$ cat src/afrb_pkg.sv
// constants of the alternate function remap bank: register map, field
// positions, reset value, write masks and pin and line geometry.
// assumes a 32-bit register port with byte addresses and one clock.
`default_nettype none

package afrb_pkg;

    // ------------------------------------------------------------------
    // register map
    // ------------------------------------------------------------------
    localparam logic [7:0]  EVT_CTRL_OFS    = 8'h00;
    localparam logic [7:0]  REMAP_OFS       = 8'h04;
    localparam logic [7:0]  LINE_SEL_0_OFS  = 8'h08;
    localparam logic [7:0]  LINE_SEL_1_OFS  = 8'h0c;
    localparam logic [7:0]  LINE_SEL_2_OFS  = 8'h10;
    localparam logic [7:0]  LINE_SEL_3_OFS  = 8'h14;

    localparam logic [31:0] REG_RESET       = 32'h0000_0000;
    localparam logic [31:0] EVT_CTRL_MASK   = 32'h0000_00ff;
    localparam logic [31:0] REMAP_MASK      = 32'he01f_ffff;
    localparam logic [31:0] LINE_SEL_MASK   = 32'h0000_ffff;

    // ------------------------------------------------------------------
    // field positions
    // ------------------------------------------------------------------
    localparam int EVT_EN_BIT        = 7;
    localparam int EVT_PORT_LSB      = 4;
    localparam int EVT_PIN_LSB       = 0;
    localparam logic [2:0] LAST_PORT = 3'h4;
    localparam logic [3:0] LAST_CODE = 4'h4;

    localparam int OPAMP_LSB         = 29;
    localparam int CONV2_REG_BIT     = 20;
    localparam int CONV2_INJ_BIT     = 19;
    localparam int CONV1_REG_BIT     = 18;
    localparam int CONV1_INJ_BIT     = 17;
    localparam int TIMER5_CH4_BIT    = 16;
    localparam int OSC_GPIO_BIT      = 15;
    localparam int CAN_LSB           = 13;
    localparam int TIMER4_BIT        = 12;
    localparam int TIMER3_LSB        = 10;
    localparam int TIMER2_LSB        = 8;
    localparam int TIMER1_LSB        = 6;
    localparam int SERIAL3_LSB       = 4;
    localparam int SERIAL2_BIT       = 3;
    localparam int SERIAL1_BIT       = 2;
    localparam int TWOWIRE1_BIT      = 1;
    localparam int SPI_ONE_BIT       = 0;

    // ------------------------------------------------------------------
    // pin and line geometry
    // ------------------------------------------------------------------
    localparam int PORTS             = 5;
    localparam int PINS              = 16;
    localparam int PIN_W             = PORTS * PINS;
    localparam int SYNC_W            = PIN_W + 1;
    localparam int PA3_IDX           = 3;
    localparam int LINE_TRIG_REG     = 11;
    localparam int LINE_TRIG_INJ     = 15;

endpackage : afrb_pkg

`default_nettype wire

$ cat src/afrb_top.sv
// alternate function remap bank: register file, event pin steering,
// line source muxing, converter trigger selection and pin-set decodes.
// assumes a single-cycle register port on MCLK_I and that pin inputs
// and the slow oscillator arrive asynchronously.
`default_nettype none

module afrb_top
    import afrb_pkg::*;
(
    input  wire  logic              MCLK_I,
    input  wire  logic              RST_N_I,
    input  wire  logic              CE_I,
    input  wire  logic [7:0]        ADDR_I,
    input  wire  logic [31:0]       WDATA_I,
    input  wire  logic              WR_EN_I,
    input  wire  logic              RD_EN_I,
    output var   logic [31:0]       RDATA_O,
    input  wire  logic              CORE_EVENT_I,
    input  wire  logic [79:0]       PORT_IN_I,
    input  wire  logic              LOW_SPEED_OSC_I,
    input  wire  logic              TIMER8_TRIGGER_OUT_I,
    input  wire  logic              TIMER8_CH4_I,
    output var   logic [79:0]       EVENT_PIN_O,
    output var   logic [79:0]       EVENT_PIN_OE_O,
    output var   logic [15:0]       LINE_OUT_O,
    output var   logic              CONV1_REG_TRIG_O,
    output var   logic              CONV1_INJ_TRIG_O,
    output var   logic              CONV2_REG_TRIG_O,
    output var   logic              CONV2_INJ_TRIG_O,
    output var   logic              TIMER5_CH4_IN_O,
    output var   logic [2:0]        OPAMP_ROUTE_O,
    output var   logic              OSC_PINS_AS_GPIO_O,
    output var   logic [2:0]        CAN_PIN_SET_O,
    output var   logic              TIMER4_PIN_SET_O,
    output var   logic [2:0]        TIMER3_PIN_SET_O,
    output var   logic [3:0]        TIMER2_PIN_SET_O,
    output var   logic [2:0]        TIMER1_PIN_SET_O,
    output var   logic [2:0]        SERIAL3_PIN_SET_O,
    output var   logic              SERIAL2_PIN_SET_O,
    output var   logic              SERIAL1_PIN_SET_O,
    output var   logic              TWOWIRE1_PIN_SET_O,
    output var   logic              SPI_ONE_PIN_SET_O
);

    // ------------------------------------------------------------------
    // state
    // ------------------------------------------------------------------
    typedef struct packed {
        logic [31:0]       evt_ctrl;
        logic [31:0]       remap;
        logic [63:0]       line_code;
        logic [31:0]       rdata;
        logic [SYNC_W-1:0] sync1;
        logic [SYNC_W-1:0] sync2;
        logic [SYNC_W-1:0] sync3;
        logic [SYNC_W-1:0] filt;
        logic [79:0]       evt_pin;
        logic [79:0]       evt_oe;
        logic [15:0]       line_out;
        logic              conv1_reg;
        logic              conv1_inj;
        logic              conv2_reg;
        logic              conv2_inj;
        logic              t5ch4;
        logic [2:0]        opamp;
        logic              osc_gpio;
        logic [2:0]        can_set;
        logic              tim4;
        logic [2:0]        tim3;
        logic [3:0]        tim2;
        logic [2:0]        tim1;
        logic [2:0]        ser3;
        logic              ser2;
        logic              ser1;
        logic              twi1;
        logic              spi1;
    } afrb_state_t;

    afrb_state_t st;
    afrb_state_t next_st;

    // ------------------------------------------------------------------
    // next-state logic
    // ------------------------------------------------------------------
    always_comb begin
        logic [6:0]  evt_idx;
        logic [3:0]  code;
        logic [1:0]  fld;
        logic [6:0]  src_idx;
        evt_idx = 7'h00;
        code    = 4'h0;
        fld     = 2'h0;
        src_idx = 7'h00;
        next_st = st;

        // register writes; reserved bits are masked so they stay zero
        if (WR_EN_I) begin
            case (ADDR_I)
                EVT_CTRL_OFS: begin
                    next_st.evt_ctrl = WDATA_I & EVT_CTRL_MASK;
                end
                REMAP_OFS: begin
                    next_st.remap = WDATA_I & REMAP_MASK;
                end
                LINE_SEL_0_OFS: begin
                    next_st.line_code[15:0] = WDATA_I[15:0];
                end
                LINE_SEL_1_OFS: begin
                    next_st.line_code[31:16] = WDATA_I[15:0];
                end
                LINE_SEL_2_OFS: begin
                    next_st.line_code[47:32] = WDATA_I[15:0];
                end
                LINE_SEL_3_OFS: begin
                    next_st.line_code[63:48] = WDATA_I[15:0];
                end
                default: begin
                    next_st.remap = next_st.remap;
                end
            endcase
        end

        // read data stands in the cycle after the strobe only
        next_st.rdata = REG_RESET;
        if (RD_EN_I) begin
            case (ADDR_I)
                EVT_CTRL_OFS: begin
                    next_st.rdata = st.evt_ctrl & EVT_CTRL_MASK;
                end
                REMAP_OFS: begin
                    next_st.rdata = st.remap & REMAP_MASK;
                end
                LINE_SEL_0_OFS: begin
                    next_st.rdata = {16'h0000, st.line_code[15:0]};
                end
                LINE_SEL_1_OFS: begin
                    next_st.rdata = {16'h0000, st.line_code[31:16]};
                end
                LINE_SEL_2_OFS: begin
                    next_st.rdata = {16'h0000, st.line_code[47:32]};
                end
                LINE_SEL_3_OFS: begin
                    next_st.rdata = {16'h0000, st.line_code[63:48]};
                end
                default: begin
                    next_st.rdata = REG_RESET;
                end
            endcase
        end

        // ------------------------------------------------------------------
        // pin input synchronisers
        // ------------------------------------------------------------------
        // three stages; a level is taken only when stages two and three
        // agree, which drops single-cycle metastable glitches
        next_st.sync1 = {LOW_SPEED_OSC_I, PORT_IN_I};
        next_st.sync2 = st.sync1;
        next_st.sync3 = st.sync2;
        for (int i = 0; i < SYNC_W; i++) begin
            if (st.sync2[i] == st.sync3[i]) begin
                next_st.filt[i] = st.sync3[i];
            end
        end

        // ------------------------------------------------------------------
        // core event steering
        // ------------------------------------------------------------------
        // decoded from the next register value so a write reaches the pin
        // on the same edge as the register, same as every other field
        next_st.evt_pin = '0;
        next_st.evt_oe  = '0;
        evt_idx = {next_st.evt_ctrl[EVT_PORT_LSB +: 3],
                   next_st.evt_ctrl[EVT_PIN_LSB +: 4]};
        if (next_st.evt_ctrl[EVT_EN_BIT] &&
            next_st.evt_ctrl[EVT_PORT_LSB +: 3] <= LAST_PORT) begin
            next_st.evt_oe[evt_idx]  = 1'b1;
            next_st.evt_pin[evt_idx] = CORE_EVENT_I;
        end

        // ------------------------------------------------------------------
        // line source select
        // ------------------------------------------------------------------
        for (int x = 0; x < PINS; x++) begin
            code    = next_st.line_code[4*x +: 4];
            src_idx = {code[2:0], 4'(x)};
            if (code <= LAST_CODE) begin
                next_st.line_out[x] = st.filt[src_idx];
            end else begin
                next_st.line_out[x] = 1'b0;
            end
        end

        // ------------------------------------------------------------------
        // converter trigger and timer5 input selection
        // ------------------------------------------------------------------
        next_st.conv2_reg = next_st.remap[CONV2_REG_BIT] ?
            TIMER8_TRIGGER_OUT_I : st.line_out[LINE_TRIG_REG];
        next_st.conv2_inj = next_st.remap[CONV2_INJ_BIT] ?
            TIMER8_CH4_I : st.line_out[LINE_TRIG_INJ];
        next_st.conv1_reg = next_st.remap[CONV1_REG_BIT] ?
            TIMER8_TRIGGER_OUT_I : st.line_out[LINE_TRIG_REG];
        next_st.conv1_inj = next_st.remap[CONV1_INJ_BIT] ?
            TIMER8_CH4_I : st.line_out[LINE_TRIG_INJ];
        // slow oscillator passes the same synchroniser as the pins
        next_st.t5ch4 = next_st.remap[TIMER5_CH4_BIT] ?
            st.filt[PIN_W] : st.filt[PA3_IDX];

        // ------------------------------------------------------------------
        // pin-set decodes
        // ------------------------------------------------------------------
        next_st.opamp    = next_st.remap[OPAMP_LSB +: 3];
        next_st.osc_gpio = next_st.remap[OSC_GPIO_BIT];

        // unused codes leave every set deselected
        fld = next_st.remap[CAN_LSB +: 2];
        case (fld)
            2'h0:    next_st.can_set = 3'h1;
            2'h2:    next_st.can_set = 3'h2;
            2'h3:    next_st.can_set = 3'h4;
            default: next_st.can_set = 3'h0;
        endcase

        next_st.tim4 = next_st.remap[TIMER4_BIT];

        fld = next_st.remap[TIMER3_LSB +: 2];
        case (fld)
            2'h0:    next_st.tim3 = 3'h1;
            2'h2:    next_st.tim3 = 3'h2;
            2'h3:    next_st.tim3 = 3'h4;
            default: next_st.tim3 = 3'h0;
        endcase

        fld = next_st.remap[TIMER2_LSB +: 2];
        case (fld)
            2'h0:    next_st.tim2 = 4'h1;
            2'h1:    next_st.tim2 = 4'h2;
            2'h2:    next_st.tim2 = 4'h4;
            default: next_st.tim2 = 4'h8;
        endcase

        fld = next_st.remap[TIMER1_LSB +: 2];
        case (fld)
            2'h0:    next_st.tim1 = 3'h1;
            2'h1:    next_st.tim1 = 3'h2;
            2'h3:    next_st.tim1 = 3'h4;
            default: next_st.tim1 = 3'h0;
        endcase

        fld = next_st.remap[SERIAL3_LSB +: 2];
        case (fld)
            2'h0:    next_st.ser3 = 3'h1;
            2'h1:    next_st.ser3 = 3'h2;
            2'h3:    next_st.ser3 = 3'h4;
            default: next_st.ser3 = 3'h0;
        endcase

        next_st.ser2 = next_st.remap[SERIAL2_BIT];
        next_st.ser1 = next_st.remap[SERIAL1_BIT];
        next_st.twi1 = next_st.remap[TWOWIRE1_BIT];
        next_st.spi1 = next_st.remap[SPI_ONE_BIT];
    end

    // ------------------------------------------------------------------
    // state register
    // ------------------------------------------------------------------
    // clock enable low freezes everything, synchronisers included
    always_ff @(posedge MCLK_I or negedge RST_N_I) begin
        if (!RST_N_I) begin
            st <= '0;
        end else if (CE_I) begin
            st <= next_st;
        end
    end

    // ------------------------------------------------------------------
    // outputs
    // ------------------------------------------------------------------
    assign RDATA_O            = st.rdata;
    assign EVENT_PIN_O        = st.evt_pin;
    assign EVENT_PIN_OE_O     = st.evt_oe;
    assign LINE_OUT_O         = st.line_out;
    assign CONV1_REG_TRIG_O   = st.conv1_reg;
    assign CONV1_INJ_TRIG_O   = st.conv1_inj;
    assign CONV2_REG_TRIG_O   = st.conv2_reg;
    assign CONV2_INJ_TRIG_O   = st.conv2_inj;
    assign TIMER5_CH4_IN_O    = st.t5ch4;
    assign OPAMP_ROUTE_O      = st.opamp;
    assign OSC_PINS_AS_GPIO_O = st.osc_gpio;
    assign CAN_PIN_SET_O      = st.can_set;
    assign TIMER4_PIN_SET_O   = st.tim4;
    assign TIMER3_PIN_SET_O   = st.tim3;
    assign TIMER2_PIN_SET_O   = st.tim2;
    assign TIMER1_PIN_SET_O   = st.tim1;
    assign SERIAL3_PIN_SET_O  = st.ser3;
    assign SERIAL2_PIN_SET_O  = st.ser2;
    assign SERIAL1_PIN_SET_O  = st.ser1;
    assign TWOWIRE1_PIN_SET_O = st.twi1;
    assign SPI_ONE_PIN_SET_O  = st.spi1;

endmodule : afrb_top

`default_nettype wire

$ cat config.mk
export PLATFORM = sky130hd
export DESIGN_NAME = afrb_top
export DESIGN_NICKNAME = d
export VERILOG_FILES = /design/src/afrb_pkg.sv /design/src/afrb_top.sv
export SDC_FILE = /design/constraint.sdc
export NUM_CORES = 1
export LEC_CHECK = 0
export BUFFER_PORTS_ARGS = -buffer_cell sky130_fd_sc_hd__buf_2
export CAP_MARGIN = 5
export CELL_PAD_IN_SITES_DETAIL_PLACEMENT = 1
export CELL_PAD_IN_SITES_GLOBAL_PLACEMENT = 1
export CORE_ASPECT_RATIO = 0.5
export CORE_MARGIN = 1.5
export CORE_UTILIZATION = 40
export CTS_BUF_LIST = sky130_fd_sc_hd__clkbuf_16
export CTS_CLUSTER_DIAMETER = 80
export DETAILED_ROUTE_END_ITERATION = 8
export PLACE_DENSITY_LB_ADDON = 0.1
export SYNTH_ARGS = -nofsm -noshare
export SYNTH_HDL_FRONTEND = slang
export SYNTH_SLANG_ARGS = --single-unit
export TNS_END_PERCENT = 100
$ cat constraint.sdc
create_clock -name MCLK_I -period 3.65 [get_ports MCLK_I]
set_input_delay 0.365 -clock MCLK_I [delete_from_list [all_inputs] [get_ports MCLK_I]]
set_output_delay 0.365 -clock MCLK_I [all_outputs]
set_load 0.005 [all_outputs]
### After elaboration in Yosys (flattened, before gate mapping)

Index checks and enable logic that the tools add are counted.
Widths: inputs -> output; s select.

* magnitude comparators: 35
* equal/unequal tests: 96
* mux-type cells: 70
* bitwise gates (word level): 1
* reductions and logical operators: 89

Operators by type and width (count)
* $pmux 32 s6: 1
* $reduce_and 2->1: 81
* $mux 160: 1
* $lt 7x8->1 const B: 17
* $mux 104: 1
* $eq 1x1->1: 81
* $and 80x80->80: 1
* $le 4x3->1 const B: 16
* $mux 16: 4
* $mux 32: 2
* $bmux 1 s3: 16
* $mux 1: 38
* $pmux 3 s3: 4
* $eq 8x4->1 const B: 2
* $eq 8x5->1 const B: 2
* $eq 2x2->1 const B: 7
* $pmux 4 s3: 1
* $logic_not 2->1: 5
* $eq 8x3->1 const B: 1
* $logic_not 8->1: 1
* $mux 8: 1
* $demux 1 s7: 1
* $ge 7x1->1 const B: 1
* $eq 2x1->1 const B: 3
* 2 further kinds: 3

* flip-flop bits (word level): 658

### Longest topological paths before layout

Gate-level depths: netlist (run 1).

* depth after elaboration: 9
* depth in mapped cells: 10

### Worst setup path before layout (run 1)

OpenSTA, ideal clock, no wires.

* kind: input port to flip-flop
* start point: input ADDR_I[1]
* end point: register st (netlist bit LINE_OUT_O[14])
* arrival time: 2.353 ns
* path slack: 1.160 ns
* cell stages on the path: 7
* buffers on the path: 1
* path through: or4b_1 > nand3b_1 > clkbuf_1 > mux2i_1 > mux4_2 > o211ai_1 > o211ai_1

* cells in the longest elaborated chain, start to end: 6
* elaborated cells between the ends (all ways): 7
* classes of those cells: order compare: 1; eq/ne: 1; mux: 5

RTL lines
* start: declaration: line afrb_top.sv:13 `input wire logic [7:0] ADDR_I,`
* $eq 8x5->1 *: line afrb_top.sv:98 `case (ADDR_I)`
* $mux 16 *: line afrb_top.sv:98
* $mux 104 *: line afrb_top.sv:97 `if (WR_EN_I) begin`
* $bmux 1 s3: line afrb_top.sv:187 `next_st.line_out[x] = st.filt[src_idx];`
* $mux 1 (not written as such): line afrb_top.sv:187
* $mux 1 *: line afrb_top.sv:186 `if (code <= LAST_CODE) begin`
* end signal: assignment: line afrb_top.sv:271 `st <= next_st;`
* end: declaration: line afrb_top.sv:79 `afrb_state_t st;`

Mark *: on every way between the ends. The rest lies on a longest branch, timed or not. The select of a mux whose other input is x is not followed.
A chain may end at the register's enable or synchronous reset.

### Worst setup path in the final report (run 1)

* start point: input ADDR_I[1]
* end point: register st (netlist bit EVENT_PIN_OE_O[49])

* cells in the longest elaborated chain, start to end: 8
* elaborated cells between the ends (all ways): 11
* classes of those cells: order compare: 3; mux: 5; reduce/logical: 3

RTL lines
* $logic_not 8->1 *: line afrb_top.sv:98
* $mux 8 *: line afrb_top.sv:98
* $mux 104 *: line afrb_top.sv:97
* $lt 7x8->1 (not written as such) or $ge 7x1->1 (tied branches): line afrb_top.sv:176 `next_st.evt_oe[evt_idx] = 1'b1;`
* $logic_and 1x1->1 (not written as such): line afrb_top.sv:176
* $mux 1 (not written as such): line afrb_top.sv:176
* $demux 1 s7: line afrb_top.sv:176
* $mux 160 *: line afrb_top.sv:174 `if (next_st.evt_ctrl[EVT_EN_BIT] &&`

Mark *: on every way between the ends. The rest lies on a longest branch, timed or not.

==> summary.md, run 1 <==
| Metric | Value |
|---|---|
| Outcome | `finished, final reports clean` |
| Highest net fanout along the worst path | `15` |
| Sink Count | `641` |
| I/O pin count | `367` |
| Avg WL per Cell | `22.1 um` |
| Proportion of netlist area held by the largest area contributor | `0.564` |
| Die Width | `380 um` |
| Post-DP HPWL | `55,400 um` |
| Most area-hungry cell type in the Yosys netlist | `dfrtp_1` |
| Mean cell area of the mapped netlist | `11.4 sq um` |
| Crit-path cells | `buf_2, or4_1, nor3_2, buf_4, or3_1, o311a_1, nand2b_1, o2bb2ai_1` |
| Part of the power in the clock network | `0.361` |
| Final setup TNS | `0 ns` |
| Sequential share of the synthesized area | `0.564` |
| WHS Endpoint | `next_st[391]` |
| Number of global-route vias before repair | `20,300` |
| Cell type of the slowest stage on the worst timing path | `or4_1` |
| Utilization of the core after routing | `0.465` |
| Fmax | `407 MHz` |
| Proportion of layout cells with a drive suffix above 1 | `0.262` |
| Count of synthesis-stage warnings from yosys | `0` |
| Wire length of the first global-routing pass | `126,000 um` |
| Post-cts gate resize count | `0` |
| Period utilisation layout | `0.673` |
| Commonest cells in the synthesized netlist | `641 x dfrtp_1, 257 x o21ai_0, 227 x buf_4` |
| Die ar. | `0.0728 sq mm` |
| Worst setup SP type | `input port` |
| Final weighted congestion in routability-driven placement | `0.820` |
| Total via count after detailed routing | `19,800` |
| Number of library cell types mapped by synthesis | `66` |
| Largest net degree at the start of global routing | `203` |
| Final Hold Violating Endpoints | `0` |
| Worst-case clock skew | `0.0194 ns` |
| Deepest clock path buffer count | `3` |
| Hold path depth | `2` |
| Most instantiated flip-flop cell in the synthesis netlist | `dfrtp_1` |
| Critical path capture point type | `register` |
| Root cell of the clock tree | `clkbuf_16` |
| Min-delay worst type | `input port to register` |
| Routed vias/inst | `5.40` |
| Number of placement rows | `68` |
| Max_slew headroom | `0.205` |
| Flop pwr share | `0.514` |
| Startpoint of the worst register-to-register path | `st[661]` |
| VDD IR-drop max | `0.395 mV` |
| Placed Cells | `3,469` |
| Count of routing violations after the opening detailed-route iteration | `1,081` |
| Capturing point of the worst reg2reg path | `EVENT_PIN_OE_O[66]` |
| Count of antenna-violating nets left after detailed routing | `0` |
| Total power density per cell area | `536 mW/mm^2` |
| Routed WL | `81,100 um` |
| Part of the power in combinational logic | `0.125` |
| Clock network latency to the later pin of the worst-skew pair | `0.63 ns` |
| Switching component of the power | `0.00492 W` |
| TritonCTS clock tree | `done` |
| Global Route Usage Sum | `0.223` |
| Number of antenna violations at the first check in global routing | `4` |
| Category of the critical setup timing path | `input port to register` |
| Dominant cell by count in the synthesized netlist | `dfrtp_1` |
| Required time at the endpoint of the critical path | `4.18 ns` |
| Number of synthesized flops with an enable pin | `0` |
| Remaining design rule violation count | `0` |
| CTS Buf Count | `59` |
| Count of port buffers added during placement | `350` |
| Total setup violations reported at the end of the flow | `0` |
| First-pass iteration count of the detailed router | `6` |
| Slowest cell delay on critical path | `0.66 ns` |
| Maxcap violations | `0` |
| Cell internal pwr | `0.0124 W` |
| Top area cells in the synthesized netlist | `dfrtp_1 56%, mux2_2 8.3%, buf_4 6.0%, o2bb2ai_1 5.5%, o21ai_0 4.5%` |
| Remaining global-route overflow | `0` |
| Synth-to-layout area growth | `13.9%` |
| Floorplan die height | `192 um` |
| Total leakage power | `15.1 nW` |
| Core area | `0.0697 sq mm` |
| Worst reg2reg path depth | `3` |
| Final critical delay including setup and external delays | `2.46 ns` |
| Unrepaired setup endpoints after global routing | `no` |
| Post-synthesis instance area | `0.0284 sq mm` |
| Switch share | `0.283` |
| Number of nets in the layout | `2,797` |
| Initial Utilization | `0.408` |
| Data arrival at the endpoint of the critical path | `2.99 ns` |
| Post-synthesis sequential element count | `641` |
| Clock transition at the registers of the reported paths | `0.07 ns` |
| Final max-slew violation count | `0` |
| Layout Cells excl Fill | `3,663` |
| Gate count of the mapped netlist | `2,494` |
| H-tree depth reported by CTS | `2` |
| Slack of the worst reg-to-reg path | `1.37 ns` |
| Start point of the worst hold path | `PORT_IN_I[23]` |
| Slew at the pin with the worst max-slew slack | `1.19 ns` |
| Share of async-settable or async-resettable flops after synthesis | `1.00` |
## kinds of logic (layout without fill, tap and decap cells)
family | count (synthesis) | count (layout) | synth area share
AO/OA/AOI/OAI | 715 | 715 | 0.163
buffers and inverters | 488 | 702 | 0.0954
flip-flops | 641 | 641 | 0.564
multiplexers | 307 | 307 | 0.121
other | 1 | 11 | 0.000132
AND/OR/NAND/NOR | 342 | 342 | 0.0563
## cells in the final DEF, fill, tap and decap left out, types with 6 or more instances in the layout
cell type,count
dlygate4sd3_1,83
nor4b_1,7
nand2_1,164
a21oi_1,139
bufinv_16,7
a31oi_1,7
o21ai_1,13
clkinv_1,18
a21boi_0,8
inv_1,115
o21a_1,7
buf_4,45
a22oi_1,27
buf_12,9
nor2_1,58
o221ai_1,8
mux2i_1,73
nor4_1,8
nand3_1,15
a21o_1,12
conb_1,8
nor3_1,29
o211ai_1,9
clkbuf_16,60
mux4_2,6
a221oi_1,10
dfrtp_1,641
a222oi_1,8
nand2b_1,17
o2bb2ai_1,178
mux2_1,17
buf_2,348
o21ai_0,257
mux2_2,209
clkinv_2,9
## final cells by class
| cell class | instances | area [sq um] |
|---|---|---|
| clock buffers | 60 | 1500 |
| clock inverters | 48 | 405 |
| flip-flops and latches | 641 | 16000 |
| well taps | 945 | 1180 |
| repair buffers | 487 | 3120 |
| diodes | 3 | 7.51 |
| inverters | 107 | 409 |
| fillers | 7456 | 37300 |
| multi-input cells | 1372 | 9740 |
## power groups by stage
stage	clock (W)	combinational, W	sequential [W]
2_1_floorplan	0	0.00147	0.00856
3_3_place_gp	0	0.00202	0.00900
3_5_place_dp	0	0.00213	0.00904
4_1_cts	0.00646	0.00221	0.00892
5_1_grt	0.00674	0.00249	0.00905
6_report	0.00626	0.00217	0.00892
## metal layers
layer	vias to the layer above	routed length [um]	global-route usage
met2	370	37600	0.358
met1	10300	38700	0.323
met4	0	1470	0.0469
li1	9003	-	-
met5	-	0	0
met3	95	3250	0.0330
## flip-flops by register name, indices dropped and copies added, names as in the netlist
name / cells
st: 258
next_st: 162
EVENT_PIN_OE_O: 80
EVENT_PIN_O: 80
RDATA_O: 24
LINE_OUT_O: 16
TIMER2_PIN_SET_O: 4
CAN_PIN_SET_O: 3
SERIAL3_PIN_SET_O: 3
TIMER1_PIN_SET_O: 3
TIMER3_PIN_SET_O: 3
CONV1_INJ_TRIG_O: 1
CONV1_REG_TRIG_O: 1
CONV2_INJ_TRIG_O: 1
CONV2_REG_TRIG_O: 1
TIMER5_CH4_IN_O: 1
## stage by stage
| stage | area [sq um] | hold WS, ns | power, W | setup slack [ns] |
|---|---|---|---|---|
| 6_report | 32400 | 0.0340 | 0.0174 | 1.19 |
| 2_1_floorplan | 28500 | 0.0694 | 0.0100 | 1.16 |
| 3_5_place_dp | 29700 | 0.463 | 0.0112 | 0.536 |
| 4_1_cts | 32400 | 0.000634 | 0.0176 | 1.22 |
| 5_1_grt | 32400 | 0.00707 | 0.0183 | 1.00 |
| 3_3_place_gp | 29700 | 0.460 | 0.0110 | 0.611 |
## critical path, delay by kind of cell
kind / cells / cell delay (ns)
AOI/OAI and AO/OA: 2 / 0.67
buffers and inverters: 2 / 0.36
and+or+nand+nor: 4 / 1.57
## worst max path at each step
stage | endpoint | startpoint | depth (start not counted)
2_1_floorplan | LINE_OUT_O[14] | ADDR_I[1] | 7
3_3_place_gp | EVENT_PIN_O[57] | ADDR_I[1] | 8
3_5_place_dp | EVENT_PIN_OE_O[41] | ADDR_I[1] | 8
4_1_cts | EVENT_PIN_O[57] | ADDR_I[1] | 8
5_1_grt | EVENT_PIN_O[38] | ADDR_I[1] | 7
6_report | EVENT_PIN_OE_O[49] | ADDR_I[1] | 8
## repair_timing
item | in CTS | in global routing
hold buffers | 83 | 0
buffers inserted | 0 | 0
hold endpoints to repair | 163 | 0
(Power assumes the default switching activity.)
==> run 2, diff against run 1 <==
--- a/config.mk
+++ b/config.mk
@@ -5,6 +5,7 @@
 export SDC_FILE = /design/constraint.sdc
 export NUM_CORES = 1
 export LEC_CHECK = 0
+export ABC_AREA = 1
 export BUFFER_PORTS_ARGS = -buffer_cell sky130_fd_sc_hd__buf_2
 export CAP_MARGIN = 5
 export CELL_PAD_IN_SITES_DETAIL_PLACEMENT = 1
==> constraint.sdc (replaced) <==
create_clock -name MCLK_I -period 2.08 [get_ports MCLK_I]
set_input_delay 0.208 -clock MCLK_I [delete_from_list [all_inputs] [get_ports MCLK_I]]
set_output_delay 0.208 -clock MCLK_I [all_outputs]
set_load 0.005 [all_outputs]
==> run 2 against run 1 <==
Final cell count increased by 30%. Highest routed layer unchanged. Routed wire length grew 16%. Clock-buffer cell count increased by 1. Sequential cell count is the same. Synthesized cell count is 39% higher. Sequential power increased by 64%. Clock power rose by 73%. Largest power group unchanged.
==> summary.md, run 2 <==
| Metric | Value |
|---|---|
| Worst reg2reg path depth | `10 (was 3)` |
| Die ar. | `0.0745 sq mm (was 0.0728 sq mm)` |
| Post-DP HPWL | `66,400 um (was 55,400 um)` |
| Remaining global-route overflow | `0 (unchanged)` |
| Post-synthesis instance area | `0.0291 sq mm (was 0.0284 sq mm)` |
| Slew at the pin with the worst max-slew slack | `0.798 ns (was 1.19 ns)` |
| Global Route Usage Sum | `0.252 (was 0.223)` |
| Floorplan die height | `194 um (was 192 um)` |
| Share of async-settable or async-resettable flops after synthesis | `1.00 (unchanged)` |
| Most frequent standard cell in the layout excluding fill and tap cells | `nand2_1 (was dfrtp_1)` |
| VDD IR-drop max | `0.640 mV (was 0.395 mV)` |
| TritonCTS clock tree | `done (unchanged)` |
| Remaining design rule violation count | `0 (unchanged)` |
| Count of antenna-violating nets left after detailed routing | `0 (unchanged)` |
| Outcome | `finished, final reports clean (unchanged)` |
| Post-synthesis sequential element count | `641 (unchanged)` |
| Highest-count cells in the layout ignoring fill and taps | `1,229 x nand2_1, 641 x dfrtp_1, 348 x buf_2 (was 641 x dfrtp_1, 348 x buf_2, 257 x o21ai_0)` |
| Top area cells in the synthesized netlist | `dfrtp_1 55%, nand2_1 16%, buf_4 6.0%, o21ai_0 3.8%, nor2_1 3.0% (was dfrtp_1 56%, mux2_2 8.3%, buf_4 6.0%, o2bb2ai_1 5.5%, o21ai_0 4.5%)` |
| I/O pin count | `367 (unchanged)` |
| Cell type group with the largest total delay on the critical path | `simple AND/OR/NAND/NOR gates (unchanged)` |
| Data arrival at the endpoint of the critical path | `2.51 ns (was 2.99 ns)` |
| Number of placement rows | `69 (was 68)` |
| Largest net degree at the start of global routing | `122 (was 203)` |
| Top cell by count, worst path | `nand2_1` |
| Final critical delay including setup and external delays | `1.94 ns` |
| Routed WL | `93,700 um (was 81,100 um)` |
| Proportion of netlist area held by the largest area contributor | `0.551 (was 0.564)` |
| Mean cell area of the mapped netlist | `8.40 sq um (was 11.4 sq um)` |
| Hold path depth | `3 (was 2)` |
| Pre-CTS WS | `-0.516 ns (was 0.536 ns)` |
| Cell type of the slowest stage on the worst timing path | `nor2_1 (was or4_1)` |
| Count of synthesis-stage warnings from yosys | `0 (unchanged)` |
| CTS Buf Count | `59 (unchanged)` |
| Min-delay worst type | `input port to register (unchanged)` |
| Final worst slack | `0.137 ns (was 1.19 ns)` |
| Final weighted congestion in routability-driven placement | `0.905 (was 0.820)` |
| Crit-path cells | `inv_1, nand2_1, nand2_1, buf_4, nand2_1, buf_4, nor2_1, buf_4, nand4_1, nand2_1 (was buf_2, or4_1, nor3_2, buf_4, or3_1, o311a_1, nand2b_1, o2bb2ai_1)` |
| Highest net fanout along the worst path | `7 (was 15)` |
| Most instantiated flip-flop cell in the synthesis netlist | `dfrtp_1 (unchanged)` |
| Required time at the endpoint of the critical path | `2.65 ns (was 4.18 ns)` |
| Synth-to-layout area growth | `17.9% (was 13.9%)` |
| Initial Utilization | `0.407 (was 0.408)` |
| Total via count after detailed routing | `24,400 (was 19,800)` |
| Number of logic stages on the critical path including buffering | `10 (was 8)` |
| Reg with most FFs | `st (unchanged)` |
| Utilization of the core after routing | `0.480 (was 0.465)` |
| Wire length of the first global-routing pass | `147,000 um (was 126,000 um)` |
| Number of library cell types mapped by synthesis | `37 (was 66)` |
| Most area-hungry cell type in the Yosys netlist | `dfrtp_1 (unchanged)` |
| Proportion of layout cells with a drive suffix above 1 | `0.167 (was 0.262)` |
| First-pass iteration count of the detailed router | `5 (was 6)` |
| Total leakage power | `18.3 nW (was 15.1 nW)` |
| Maxcap violations | `0 (unchanged)` |
| Fmax | `515 MHz` |
| Period utilisation layout | `0.934` |
| Unrepaired setup endpoints after global routing | `no (unchanged)` |
| CP Buf/Inv Count | `4 (was 2)` |
| H-tree depth reported by CTS | `2 (unchanged)` |
| Sequential share of the synthesized area | `0.551 (was 0.564)` |
| Number of buffers inserted to repair setup after CTS | `0 (unchanged)` |
| Dominant cell by count in the synthesized netlist | `nand2_1 (was dfrtp_1)` |
| Final max-slew violation count | `0 (unchanged)` |
| Total setup violations reported at the end of the flow | `0 (unchanged)` |
| Clock network latency to the later pin of the worst-skew pair | `0.64 ns (was 0.63 ns)` |
| Clock transition at the registers of the reported paths | `0.07 ns (about the same)` |
| Worst setup SP type | `register (was input port)` |
| Flip-flop count of the largest register, all copies and words added | `258 (unchanged)` |
| Critical path capture point type | `register (unchanged)` |
| Number of synthesized flops with an enable pin | `0 (unchanged)` |
| Number of nets in the layout | `3,883 (was 2,797)` |
| Number of antenna violations at the first check in global routing | `3 (was 4)` |
| Sink Count | `641 (unchanged)` |
| Avg WL per Cell | `19.7 um (was 22.1 um)` |
| Number of global-route vias before repair | `24,800 (was 20,300)` |
| Total power density per cell area | `881 mW/mm^2 (was 536 mW/mm^2)` |
| Routed vias/inst | `5.12 (was 5.40)` |
| Die Width | `385 um (was 380 um)` |
| Count of routing violations after the opening detailed-route iteration | `1,785 (was 1,081)` |
| Category of the critical setup timing path | `register to register (was input port to register)` |
| Worst-case clock skew | `0.0150 ns (was 0.0194 ns)` |
| Root cell of the clock tree | `clkbuf_16 (unchanged)` |
| Count of port buffers added during placement | `350 (unchanged)` |
| Final Hold Violating Endpoints | `0 (unchanged)` |
| Gate count of the mapped netlist | `3,467 (was 2,494)` |
| Commonest cells in the synthesized netlist | `1,229 x nand2_1, 641 x dfrtp_1, 231 x buf_4 (was 641 x dfrtp_1, 257 x o21ai_0, 227 x buf_4)` |
| Deepest clock path buffer count | `3 (unchanged)` |
| Slowest cell delay on critical path | `0.45 ns (was 0.66 ns)` |
| Max_slew headroom | `0.466 (was 0.205)` |
| Core area | `0.0715 sq mm (was 0.0697 sq mm)` |
## run 2: worst min-delay path, stage by stage
cell and delay [ns]:
buf_2 0.10, inv_1 0.15, o21ai_0 0.19
## run 2: cell families (layout without fill, tap and decap cells)
kind of cell,Yosys count,after routing,share of synthesized area
AO/OA/AOI/OAI,453,453,0.0922
buffers and inverters,613,941,0.110
flip-flops,641,641,0.551
multiplexers,3,3,0.00116
other,1,10,0.000129
AND/OR/NAND/NOR,1756,1756,0.246
## run 2: timing repair
item / in CTS / in global routing
resized for setup: 2 / 0
hold buffers: 97 / 0
endpoints found under the hold margin: 442 / 0
endpoints found under the setup margin: 10 / 0
## run 2: path summary, 6_finish.rpt
check                                  start            endpoint  slack [ns]
worst max-delay path                 st[664]     EVENT_PIN_O[15]        0.14
worst min-delay path              WDATA_I[0]             st[626]        0.04
worst max register to register       st[664]     EVENT_PIN_O[15]        0.14
worst min register to register  next_st[370]        next_st[370]        0.47
max in group asynchronous            RST_N_I  EVENT_PIN_OE_O[18]        1.13
min in group asynchronous            RST_N_I  EVENT_PIN_OE_O[25]        0.05
## run 2: per-stage QoR
stage	instance area, sq um	setup TNS [ns]	instances	hold slack (ns)	total power [W]
finish	34300	0	4762	0.0406	0.0303
global route	34300	0	4761	0.0483	0.0318
CTS	34300	0	4760	0.00948	0.0306
detailed placement	31500	-33.85	4554	0.129	0.0195
global placement	31500	-27.88	4554	0.122	0.0193
floorplan	29100	0	3474	-0.0876	0.0172
## run 2: routing by layer
| layer | GRT usage | share of wire | vias to the layer above |
|---|---|---|---|
| met2 | 0.406 | 0.47 | 489 |
| met1 | 0.354 | 0.46 | 12300 |
| met4 | 0.0569 | 0.020 | 0 |
| met3 | 0.0452 | 0.056 | 122 |
| li1 | - | - | 11500 |
| met5 | 0 | 0 | - |
## run 2: cell type report
class | instances | area, sq um
fill | 8574 | 37200
clock buffer | 61 | 1530
tap | 958 | 1200
clock inverter | 48 | 334
antenna | 2 | 5.00
sequential | 641 | 16000
multi-input combinational | 2220 | 9900
inverter | 214 | 811
timing repair buffer | 618 | 4510
## run 2: power by group
part	switching (W)	internal (W)	total (W)
sequential	0.000860	0.0137	0.0146
combinational	0.00319	0.00167	0.00486
clock	0.00502	0.00579	0.0108
